==> config.mk <==
export PLATFORM = sky130hd
export DESIGN_NAME = mma_dev_flat
export DESIGN_NICKNAME = d
export VERILOG_FILES = /design/src/rtl/mma_pkg.sv /design/src/rtl/mma_if.sv /design/src/rtl/mma_dev.sv /design/src/flat_wrapper.sv
export VERILOG_INCLUDE_DIRS = /design/src /design/src/rtl
export SDC_FILE = /design/constraint.sdc
export NUM_CORES = 1
export LEC_CHECK = 0
export ABC_AREA = 1
export BUFFER_PORTS_ARGS = -buffer_cell sky130_fd_sc_hd__buf_2
export CAP_MARGIN = 20
export CORE_AREA = 5 5 238 240
export CTS_CLUSTER_DIAMETER = 50
export DETAILED_ROUTE_END_ITERATION = 7
export DIE_AREA = 0 0 243 245
export HOLD_SLACK_MARGIN = 0.02
export SKIP_CTS_REPAIR_TIMING = 1
export SYNTH_ARGS = -nofsm -noshare
export SYNTH_HDL_FRONTEND = slang
export SYNTH_SLANG_ARGS = --single-unit
==> constraint.sdc <==
create_clock -name pclk -period 10.1 [get_ports pclk]
set_clock_uncertainty 0.05 [all_clocks]
set_input_delay 1.01 -clock pclk [delete_from_list [all_inputs] [get_ports pclk]]
set_output_delay 1.01 -clock pclk [all_outputs]
set_load 0.01 [all_outputs]
==> src/rtl/mma_consts.svh <==
// Offsets, field positions and timing counts of the multiply-accumulate
// block. Included by the package and both ends; definitions only.
`ifndef MMA_CONSTS_SVH
`define MMA_CONSTS_SVH

// Peripheral bus word addresses of the device
`define MMA_A_OP1_UMUL 16'h0130
`define MMA_A_OP1_SMUL 16'h0132
`define MMA_A_OP1_UACC 16'h0134
`define MMA_A_OP1_SACC 16'h0136
`define MMA_A_OP2 16'h0138
`define MMA_A_RES_LO 16'h013A
`define MMA_A_RES_HI 16'h013C
`define MMA_A_SUM_EXTENSION 16'h013E

// Mode field taken from the first-operand address
`define MMA_MODE_LSB 1
`define MMA_MODE_MSB 2

// Sum-extension values
`define MMA_SUM_EXTENSION_ZERO 16'h0000
`define MMA_SUM_EXTENSION_CARRY 16'h0001
`define MMA_SUM_EXTENSION_NEG 16'hFFFF

// Reset values
`define MMA_RST_WORD 16'h0000

// Host APB register byte offsets
`define MMA_APB_ADDR 8'h00
`define MMA_APB_WDATA 8'h04
`define MMA_APB_CTRL 8'h08
`define MMA_APB_STAT 8'h0C
`define MMA_APB_RDATA 8'h10

// Host control fields
`define MMA_CTRL_WRITE 0
`define MMA_CTRL_BYTE 1
`define MMA_STAT_BUSY 0

// Result latency in clock cycles, and host wait after a start
`define MMA_RES_CYC 3
`define MMA_GAP_CYC 2'h2

`endif

==> src/rtl/mma_pkg.sv <==
// Types shared by both ends of the multiply-accumulate block.
// Assumes mma_consts.svh on the include path.
`include "mma_consts.svh"

package mma_pkg;

  // Bit 0 signed, bit 1 accumulate
  typedef enum logic [1:0] {
    MMA_UMUL = 2'h0,
    MMA_SMUL = 2'h1,
    MMA_UACC = 2'h2,
    MMA_SACC = 2'h3
  } mma_mode_t;

  typedef enum logic [1:0] {
    MMA_IDLE = 2'h0,
    MMA_ISSUE = 2'h1,
    MMA_WAIT = 2'h3,
    MMA_GAP = 2'h2
  } mma_hstate_t;

endpackage

==> src/rtl/mma_if.sv <==
// Peripheral word bus between the host controller and the
// multiply-accumulate device. Single clock, no clocking block.
interface mma_if;
  logic [15:0] addr;
  logic [15:0] wdata;
  logic byte_w;
  logic wr;
  logic rd;
  logic [15:0] rdata;
  logic rvalid;

  modport dev (
    input addr, wdata, byte_w, wr, rd,
    output rdata, rvalid
  );

  modport host (
    output addr, wdata, byte_w, wr, rd,
    input rdata, rvalid
  );
endinterface

==> src/rtl/mma_dev.sv <==
// Multiply-accumulate device end: operand, result and sum-extension
// registers on the peripheral word bus, plus a two-stage datapath.
// Assumes a single-cycle wr or rd strobe from the host on pclk.
//
// Contract
// - Four first-operand addresses each select one mode
// - First-operand write stores operand and mode only
// - Second-operand write starts operation, updates all results
// - Result valid three cycles after second operand
// - First operand and mode kept across operations
// - Any mix of byte and word operands
// - Low result holds result bits 15 to 0
// - High result holds upper bits, signed or not
// - Unsigned: extension zero, or carry in accumulate
// - Signed: extension all ones when result negative
// - Signed accumulate wraps, never saturates
// - Overflow reads ones, underflow zero; software checks
// - Pointer reads wait one instruction after start
// - Host keeps mode-to-start sequence uninterrupted
// - Host sign-extends byte operands for signed modes
// - Word registers at consecutive even addresses
//
// Decided for this implementation: the APB slave port.
`include "mma_consts.svh"

module mma_dev (
  // Clock and reset
  input wire logic pclk,
  input wire logic presetn,
  // Peripheral bus
  mma_if.dev bus,
  // User-side status
  output mma_pkg::mma_mode_t mode_q,
  output logic busy_q,
  output logic done_q,
  output logic [31:0] result_q,
  output logic [15:0] sum_extension_q
);
  import mma_pkg::*;

  logic [15:0] op1_q;
  logic [15:0] op2_q;
  logic start_q;
  logic prod_v_q;
  logic [31:0] prod_q;
  mma_mode_t pmode_q;
  logic [15:0] rdata_q;
  logic rvalid_q;

  function automatic logic is_op1(input logic [15:0] a);
    return (a >= `MMA_A_OP1_UMUL) && (a <= `MMA_A_OP1_SACC) && !a[0];
  endfunction

  // Address decode
  wire logic wr_op1;
  wire logic wr_op2;
  wire logic wr_lo;
  wire logic wr_hi;
  wire logic [15:0] wr_word;
  wire mma_mode_t addr_mode;

  assign wr_op1 = bus.wr && is_op1(bus.addr);
  assign wr_op2 = bus.wr && (bus.addr == `MMA_A_OP2);
  assign wr_lo = bus.wr && (bus.addr == `MMA_A_RES_LO);
  assign wr_hi = bus.wr && (bus.addr == `MMA_A_RES_HI);
  assign addr_mode =
    mma_mode_t'(bus.addr[`MMA_MODE_MSB:`MMA_MODE_LSB]);
  // Byte writes clear the upper half
  assign wr_word = bus.byte_w ? {8'h00, bus.wdata[7:0]} : bus.wdata;

  // Operand extension and the shared multiplier
  wire logic op_signed;
  wire logic [31:0] ext1;
  wire logic [31:0] ext2;
  wire logic [31:0] product;

  assign op_signed = mode_q[0];
  assign ext1 = op_signed ? {{16{op1_q[15]}}, op1_q} : {16'h0000, op1_q};
  assign ext2 = op_signed ? {{16{op2_q[15]}}, op2_q} : {16'h0000, op2_q};
  // Low 32 bits of a 32x32 product equal the signed 16x16 product
  assign product = ext1 * ext2;

  // Accumulate and sum-extension selection
  wire logic [32:0] acc_sum;
  wire logic acc;
  wire logic [31:0] new_res;
  wire logic [15:0] new_ext;

  assign acc = pmode_q[1];
  assign acc_sum = {1'b0, result_q} + {1'b0, prod_q};
  // Plain 32-bit wrap: no saturation in signed accumulate
  assign new_res = acc ? acc_sum[31:0] : prod_q;
  assign new_ext =
    (pmode_q == MMA_UMUL) ? `MMA_SUM_EXTENSION_ZERO :
    (pmode_q == MMA_UACC) ?
      (acc_sum[32] ? `MMA_SUM_EXTENSION_CARRY : `MMA_SUM_EXTENSION_ZERO) :
    (new_res[31] ? `MMA_SUM_EXTENSION_NEG : `MMA_SUM_EXTENSION_ZERO);

  // Read decode
  wire logic [15:0] rd_word;

  assign rd_word =
    is_op1(bus.addr) ? op1_q :
    (bus.addr == `MMA_A_OP2) ? op2_q :
    (bus.addr == `MMA_A_RES_LO) ? result_q[15:0] :
    (bus.addr == `MMA_A_RES_HI) ? result_q[31:16] :
    (bus.addr == `MMA_A_SUM_EXTENSION) ? sum_extension_q :
    `MMA_RST_WORD;

  assign bus.rdata = rdata_q;
  assign bus.rvalid = rvalid_q;

  // Operands and mode; no start on a first-operand write
  always_ff @(posedge pclk or negedge presetn) begin
    if (!presetn) begin
      op1_q <= `MMA_RST_WORD;
      mode_q <= MMA_UMUL;
    end else if (wr_op1) begin
      op1_q <= wr_word;
      mode_q <= addr_mode;
    end
  end

  always_ff @(posedge pclk or negedge presetn) begin
    if (!presetn) begin
      op2_q <= `MMA_RST_WORD;
    end else if (wr_op2) begin
      op2_q <= wr_word;
    end
  end

  // Stage 1: product of the stored operands
  always_ff @(posedge pclk or negedge presetn) begin
    if (!presetn) begin
      start_q <= 1'b0;
      prod_v_q <= 1'b0;
      prod_q <= 32'h00000000;
      pmode_q <= MMA_UMUL;
    end else begin
      start_q <= wr_op2;
      prod_v_q <= start_q;
      if (start_q) begin
        prod_q <= product;
        pmode_q <= mode_q;
      end
    end
  end

  // Stage 2: results written; pipeline update wins over software
  always_ff @(posedge pclk or negedge presetn) begin
    if (!presetn) begin
      result_q <= 32'h00000000;
      sum_extension_q <= `MMA_SUM_EXTENSION_ZERO;
    end else if (prod_v_q) begin
      result_q <= new_res;
      sum_extension_q <= new_ext;
    end else begin
      if (wr_lo) begin
        result_q[15:0] <= wr_word;
      end
      if (wr_hi) begin
        result_q[31:16] <= wr_word;
      end
    end
  end

  // Busy from start until results land, done in the cycle they land
  always_ff @(posedge pclk or negedge presetn) begin
    if (!presetn) begin
      busy_q <= 1'b0;
      done_q <= 1'b0;
    end else begin
      busy_q <= wr_op2 || start_q;
      done_q <= prod_v_q;
    end
  end

  // Registered read answer, one cycle after the strobe
  always_ff @(posedge pclk or negedge presetn) begin
    if (!presetn) begin
      rdata_q <= `MMA_RST_WORD;
      rvalid_q <= 1'b0;
    end else begin
      rvalid_q <= bus.rd;
      if (bus.rd) begin
        rdata_q <= rd_word;
      end
    end
  end

endmodule

==> src/flat_wrapper.sv <==
// flat-port wrapper written by rule: the top's interface ports become plain ports
module mma_dev_flat import mma_pkg::*;
  (pclk, presetn, mode_q, busy_q, done_q, result_q, sum_extension_q, bus_addr, bus_wdata, bus_byte_w, bus_wr, bus_rd, bus_rdata, bus_rvalid);
  mma_if bus_i ();
  input wire logic pclk;
  input wire logic presetn;
  output mma_pkg::mma_mode_t mode_q;
  output logic busy_q;
  output logic done_q;
  output logic [31:0] result_q;
  output logic [15:0] sum_extension_q;
  input wire logic [$bits(bus_i.addr)-1:0] bus_addr;
  input wire logic [$bits(bus_i.wdata)-1:0] bus_wdata;
  input wire logic [$bits(bus_i.byte_w)-1:0] bus_byte_w;
  input wire logic [$bits(bus_i.wr)-1:0] bus_wr;
  input wire logic [$bits(bus_i.rd)-1:0] bus_rd;
  output wire logic [$bits(bus_i.rdata)-1:0] bus_rdata;
  output wire logic [$bits(bus_i.rvalid)-1:0] bus_rvalid;
  assign bus_i.addr = bus_addr;
  assign bus_i.wdata = bus_wdata;
  assign bus_i.byte_w = bus_byte_w;
  assign bus_i.wr = bus_wr;
  assign bus_i.rd = bus_rd;
  assign bus_rdata = bus_i.rdata;
  assign bus_rvalid = bus_i.rvalid;
  mma_dev u_core (.pclk(pclk), .presetn(presetn), .bus(bus_i), .mode_q(mode_q), .busy_q(busy_q), .done_q(done_q), .result_q(result_q), .sum_extension_q(sum_extension_q));
endmodule
-- After elaboration in Yosys (flattened, before gate mapping)
Cells that the tools add are included.
- $add $sub $neg: 1
- $mul: 1
- div/mod/pow operators: 0
- $lt $le $gt $ge: 2
- eq/ne operators: 5
- shifts and indexed selects: 0
- multiplexer cells: 16
- bitwise operators: 0
- reduce and logical (&&, ||, !) cells: 11
- operators by type and width (cell ; number):
    16-bit 2-to-1 mux ; 11
    32-bit 2-to-1 mux ; 4
    16-bit by 9-bit equality test with 1-bit output (second input constant) ; 4
    32-bit by 32-bit adder with 33-bit output ; 1
    32-bit by 32-bit multiplier with 32-bit output ; 1
    16-bit by 9-bit greater-or-equal comparator with 1-bit output (second input constant) ; 1
    16-bit by 9-bit <= comparator with 1-bit output (second input constant) ; 1
    1-bit logical AND ; 6
    2-bit nonzero test ; 2
    2-bit equality test (second input constant) ; 1
    2-bit zero test ; 1
    1-bit zero test ; 1
    1-bit logical OR ; 1
    1-bit 2-to-1 mux ; 1
- register bits: 137
- bits in latches: 0
- memory bits (writable): 0
- memory bits (read-only): 0
- input bits: 37
- output and inout port bits: 69
- memories: 0

-- Longest topological paths before layout
- depth after elaboration: 6
- depth in mapped cells: 41
- gate-level depth less buffers: 40

-- Worst setup path after synthesis
No wires, ideal clock.
- path kind: reg2reg
- start point: register u_core.op1_q[15]
- end point: register u_core.prod_q[27]
- library setup time: 0.133 ns
- data arrival time: 6.870 ns
- data required time: 9.917 ns
- path slack: 3.047 ns
- stages on the path, launching flop included: 26
- buffers on the path: 2
- clock period less this slack: 7.053 ns
- cell sequence: dfrtp_1 -> clkbuf_1 -> nand2_1 -> clkbuf_1 -> nor2_1 -> inv_1 -> fa_1 -> fa_1 -> fa_1 -> inv_1 -> fa_1 -> fa_1 -> fa_1 -> fa_1 -> inv_1 -> fa_1 -> inv_1 -> ha_1 -> a21oi_1 -> o21ai_0 -> a21oi_1 -> nand3_1 -> a21o_1 -> or2_2 -> nand3_1 -> o21ai_0
- longest elaborated chain between the ends: 2
- RTL lines (element ; RTL line ; text):
    start, declared ; mma_dev.sv:41 ; logic [15:0] op1_q;
    start signal, assigned ; mma_dev.sv:116 ; op1_q <= `MMA_RST_WORD;
    start signal, assigned ; mma_dev.sv:119 ; op1_q <= wr_word;
    32-bit 2-to-1 mux ; mma_dev.sv:78 ; assign ext1 = op_signed ? {{16{op1_q[15]}}, op1_q} : {16'h0000, op1_q};
    32-bit by 32-bit multiplier with 32-bit output ; mma_dev.sv:81 ; assign product = ext1 * ext2;
    end signal, assigned ; mma_dev.sv:143 ; prod_q <= product;
    end, declared ; mma_dev.sv:45 ; logic [31:0] prod_q;
Every way passes these cells.
A chain may end at the register's enable or synchronous reset.

-- Worst setup path after layout
- start point: register u_core.mode_q[0]
- end point: register u_core.prod_q[28]
- longest elaborated chain between the ends: 2
- elaborated cells between the ends (all ways): 3
- classes of those cells: 1 x mul; 2 x mux
- RTL lines (element ; RTL line ; text):
    start, declared ; mma_dev.sv:33 ; output mma_pkg::mma_mode_t mode_q,
    start signal, assigned ; mma_dev.sv:120 ; mode_q <= addr_mode;
    32-bit 2-to-1 mux (on tied branches) ; mma_dev.sv:78, mma_dev.sv:79 ;
    32-bit by 32-bit multiplier with 32-bit output * ; mma_dev.sv:81 ;
Mark *: on every way between the ends. The rest lies on a longest branch, timed or not.

==> results.md <==
- Gpl congestion: a little under 1
- Vias per inst: between 5 and 6
- Setup violators final: 0
- Worst Setup EP: u_core.prod_q[28]
- Tot GR Track Use: a little under a quarter
- Post-detail-place hpwl: between 50 and 60 mm
- Endpoints failing hold: 0
- Largest family of logic cells by synthesized area: adder cells
- Clk buf depth: 2
- Clock Tree Root: clkbuf_16
- Cell-internal power: slightly below 0.9 mW
- Startpoint Class: flop
- EDFF count, synth: 0
- Final WS setup: roughly 1.8 ns
- Crit Path Category: reg -> reg
- Core Rows: 86
- CTS tree: done
- Chip width: about 240 um
- Post-layout minimum cycle time: between 8 and 9 ns
- CTS Sinks: around 120
- First-pass GRT wire length: between 100 and 150 mm
- Yosys cell types: 45
- # DRC: 0
- Vias in the first global route: around 19000
- Max Slew Vio Count: 0
- Post-Synth XOR/XNOR Area: 1.06%
- Relative slew slack: approximately 28%
- Max FO, Critical Path: 17
- Crit path from: u_core.mode_q[0]
- Number of max-cap violations: 0
- Filler instances: roughly 5700
- CP Depth: 27
- Status: finished clean
- P_sw: ~0.31 mW
- Register area share after synthesis: roughly 14%
- PortBufs: ~110
- Fin crit share: between 80% and 90%
- Largest stage delay, worst path: around 0.66 ns
- Post-synthesis mux area share: 0%
- Reg2reg end: u_core.prod_q[28]
- Register area: between 3000 and 4000 um2
- Pwr dens: between 50 and 60 nW/um2
- Die H: roughly 250 um
- Die area: 59500 um2
- H-Tree Depth: 4
- Setup TNS Final: 0 ns
- Worst skew pair latency: around 0.44 ns
- Bufs and invs on worst path: 2
- Routed WL per cell: about 19 um
- Synth top area share: 31.4%
- Area occupied by multi-input gates: 15200 um2
- Final wirelength: roughly 70 mm
- Pin count of the biggest net entering global routing: 79
- R2R depth: 27
- Combinational share of power: 7.3%
- Flop pwr share: approximately 40%
- DR vias: around 18000
- Post-Synth Adder-Cell Area: between 40 and 50%
- Area Growth Syn to Fin: 7.84%
- Starting Density: about two fifths
- Max frequency: around 0.12 GHz
- Synth Area in Compound Gates: under 10%
- Clock power frac: 51.5%
- Synth Net Count: roughly 3400
- DRT antenna net count: 0
- Cells after synthesis: approximately 2900
- Clock buffer count from CTS: 17
- Unrepaired setup endpoints after global routing: no
- Hold Path Class: reg -> reg
- Top post-synthesis cells by area: fa_1 (31%), dfrtp_1 (14%), nand2_1 (13%)
- Worst reg2reg path startpoint: u_core.mode_q[0]
- Grt ovf: 0
- Syn avg cell area: 7.40 um2
- Synth Flop Type: dfrtp_1
- Post-synth top area cell: fa_1
- First DRT Iteration DRCs: about 1800
- Clock-pin slew on the worst setup and hold paths: 0.06 ns
- Drt pass-1 iters: 7
- Initial antenna violation count: 0
- Simple-gate area share of the yosys netlist: between 20% and 30%
- Synthesized area: roughly 21000 um2
- # IOs: around 110
- Switching share of power: between 20 and 30%
- Synth warnings: 0
- Critical path's slowest cell: nor2_1
- R2R Setup Slk: roughly 1.8 ns
- Layout cells sized above 1: about 6.5%
- CP top delay family: adder cells
- CORE AREA: 54400 um2
- Data arrival, critical path: approximately 8.6 ns
- Leak Pwr: about 14 nW
- Flop and latch count out of synthesis: roughly 120
- Setup crit end kind: flop
- Setup WS pre-CTS: around 1.9 ns
- Fin nets: approximately 3500
- VDD IR max: between 0.08 and 0.09 mV
- Asr flop ratio synth: 100%
- Slew @ Worst Pin: between 1 and 1.5 ns
- CP required: just over 10 ns
==> flip-flops by register name (all words and copies together) (netlist names) <==
| name | count |
|---|---|
| u_core.mode_q | 2 |
| u_core.prod_q | 32 |
| u_core.start_q | 1 |
| u_core.op2_q | 16 |
| u_core.busy_q | 1 |
| u_core.prod_v_q | 1 |
| u_core.result_q | 32 |
| u_core.op1_q | 16 |
| u_core.done_q | 1 |
| u_core.bus.rdata | 16 |
| u_core.sum_extension_q | 2 |
| u_core.bus.rvalid | 1 |
| u_core.pmode_q | 2 |
==> cell usage after synthesis (all sizes together) (19+ instances only) <==
| library cell | instances |
|---|---|
| dfrtp | 123 |
| ha | 159 |
| a21oi | 120 |
| buf | 37 |
| o21ai | 130 |
| fa | 337 |
| nand4 | 19 |
| nand3 | 111 |
| nor2 | 211 |
| inv | 716 |
| clkbuf | 81 |
| nand2 | 735 |
==> kinds of logic after synthesis <==
kind of cell / Yosys count
AOI/OAI and AO/OA: 311
xor gates and xnor gates: 26
adders and majority gates: 496
buffers and inverters: 836
DFF: 123
and+or+nand+nor: 1114
==> tightest hold or removal path, stage by stage (launching register included) <==
cell     delay [ns]
dfrtp_1        0.34
nand2_1        0.05
nand2_1        0.05
==> cells in the final DEF, fill, tap and decap left out, types with 2 or more instances in the layout <==
cell | synthesis | final
nand2_1 | 735 | 735
inv_1 | 711 | 711
fa_1 | 337 | 337
nor2_1 | 209 | 209
ha_1 | 159 | 159
dfrtp_1 | 123 | 123
a21oi_1 | 120 | 120
o21ai_0 | 112 | 112
nand3_1 | 109 | 109
buf_2 | 11 | 104
buf_4 | 17 | 26
nand4_1 | 19 | 19
o21ai_1 | 18 | 18
clkbuf_16 | 0 | 17
xor2_1 | 16 | 16
or2_2 | 16 | 16
a31oi_1 | 13 | 13
xnor2_1 | 10 | 10
nor3_1 | 10 | 10
a211oi_1 | 10 | 10
o21bai_1 | 9 | 9
a21o_1 | 7 | 7
inv_2 | 5 | 5
o211ai_1 | 5 | 5
o221ai_1 | 5 | 5
clkinv_4 | 0 | 5
a21boi_0 | 4 | 4
nor4_1 | 4 | 4
clkinv_2 | 1 | 3
nand3b_1 | 3 | 3
clkinvlp_4 | 0 | 3
diode_2 | 0 | 2
nor2_2 | 2 | 2
nor4_4 | 2 | 2
o22ai_1 | 2 | 2
and3_1 | 2 | 2
bufinv_16 | 0 | 2
==> metrics by stage <==
step	util (%)	area (um2)	instances	hold WS, ns	power [mW]
5_1_grt	42.6	23200	3654	0.447	1.23
2_1_floorplan	-	21500	2906	0.302	0.545
3_3_place_gp	41.4	22600	3622	0.409	0.587
6_report	42.6	23200	3656	0.422	1.20
3_5_place_dp	41.4	22600	3622	0.410	0.587
4_1_cts	42.5	23100	3653	0.426	1.20
==> final cells by class <==
class | count | area share [%]
Inverter | 718 | 11.6
Multi-Input combinational cell | 1947 | 65.5
Sequential cell | 123 | 13.3
Antenna cell | 2 | 0.0216
Clock buffer | 18 | 1.89
Clock inverter | 13 | 0.626
Tap cell | 704 | 3.80
Timing Repair Buffer | 131 | 3.21
==> worst min-delay path by stage <==
| stage | from | endpoint | slack, ns | cells after the start |
|---|---|---|---|---|
| floorplan | u_core.prod_v_q | u_core.done_q | 0.30 | 0 |
| global placement | u_core.bus.rdata[4] | u_core.bus.rdata[4] | 0.41 | 2 |
| detailed placement | u_core.bus.rdata[14] | u_core.bus.rdata[14] | 0.41 | 2 |
| CTS | u_core.bus.rdata[14] | u_core.bus.rdata[14] | 0.43 | 2 |
| global route | u_core.bus.rdata[7] | u_core.bus.rdata[7] | 0.45 | 2 |
| finish | u_core.bus.rdata[14] | u_core.bus.rdata[14] | 0.42 | 2 |
==> power by group through the flow <==
| stage | sequential [mW] | clock, mW | combinational [mW] |
|---|---|---|---|
| after CTS | 0.494 | 0.624 | 0.0846 |
| after floorplan | 0.503 | 0 | 0.0421 |
| after global routing | 0.494 | 0.645 | 0.0967 |
| after detailed placement | 0.503 | 0 | 0.0839 |
| final | 0.494 | 0.618 | 0.0872 |
| after global placement | 0.503 | 0 | 0.0843 |
==> metal layers <==
layer | global-route usage [%] | vias to the layer above | part of all wire (%)
met4 | 6.79 | 0 | 3.2
met1 | 33.2 | 8956 | 44
met5 | 0 | - | 0
met2 | 37.4 | 663 | 46
met3 | 4.25 | 104 | 7.1
li1 | - | 8706 | -
No activity file was read; power rests on OpenSTA's default activity.
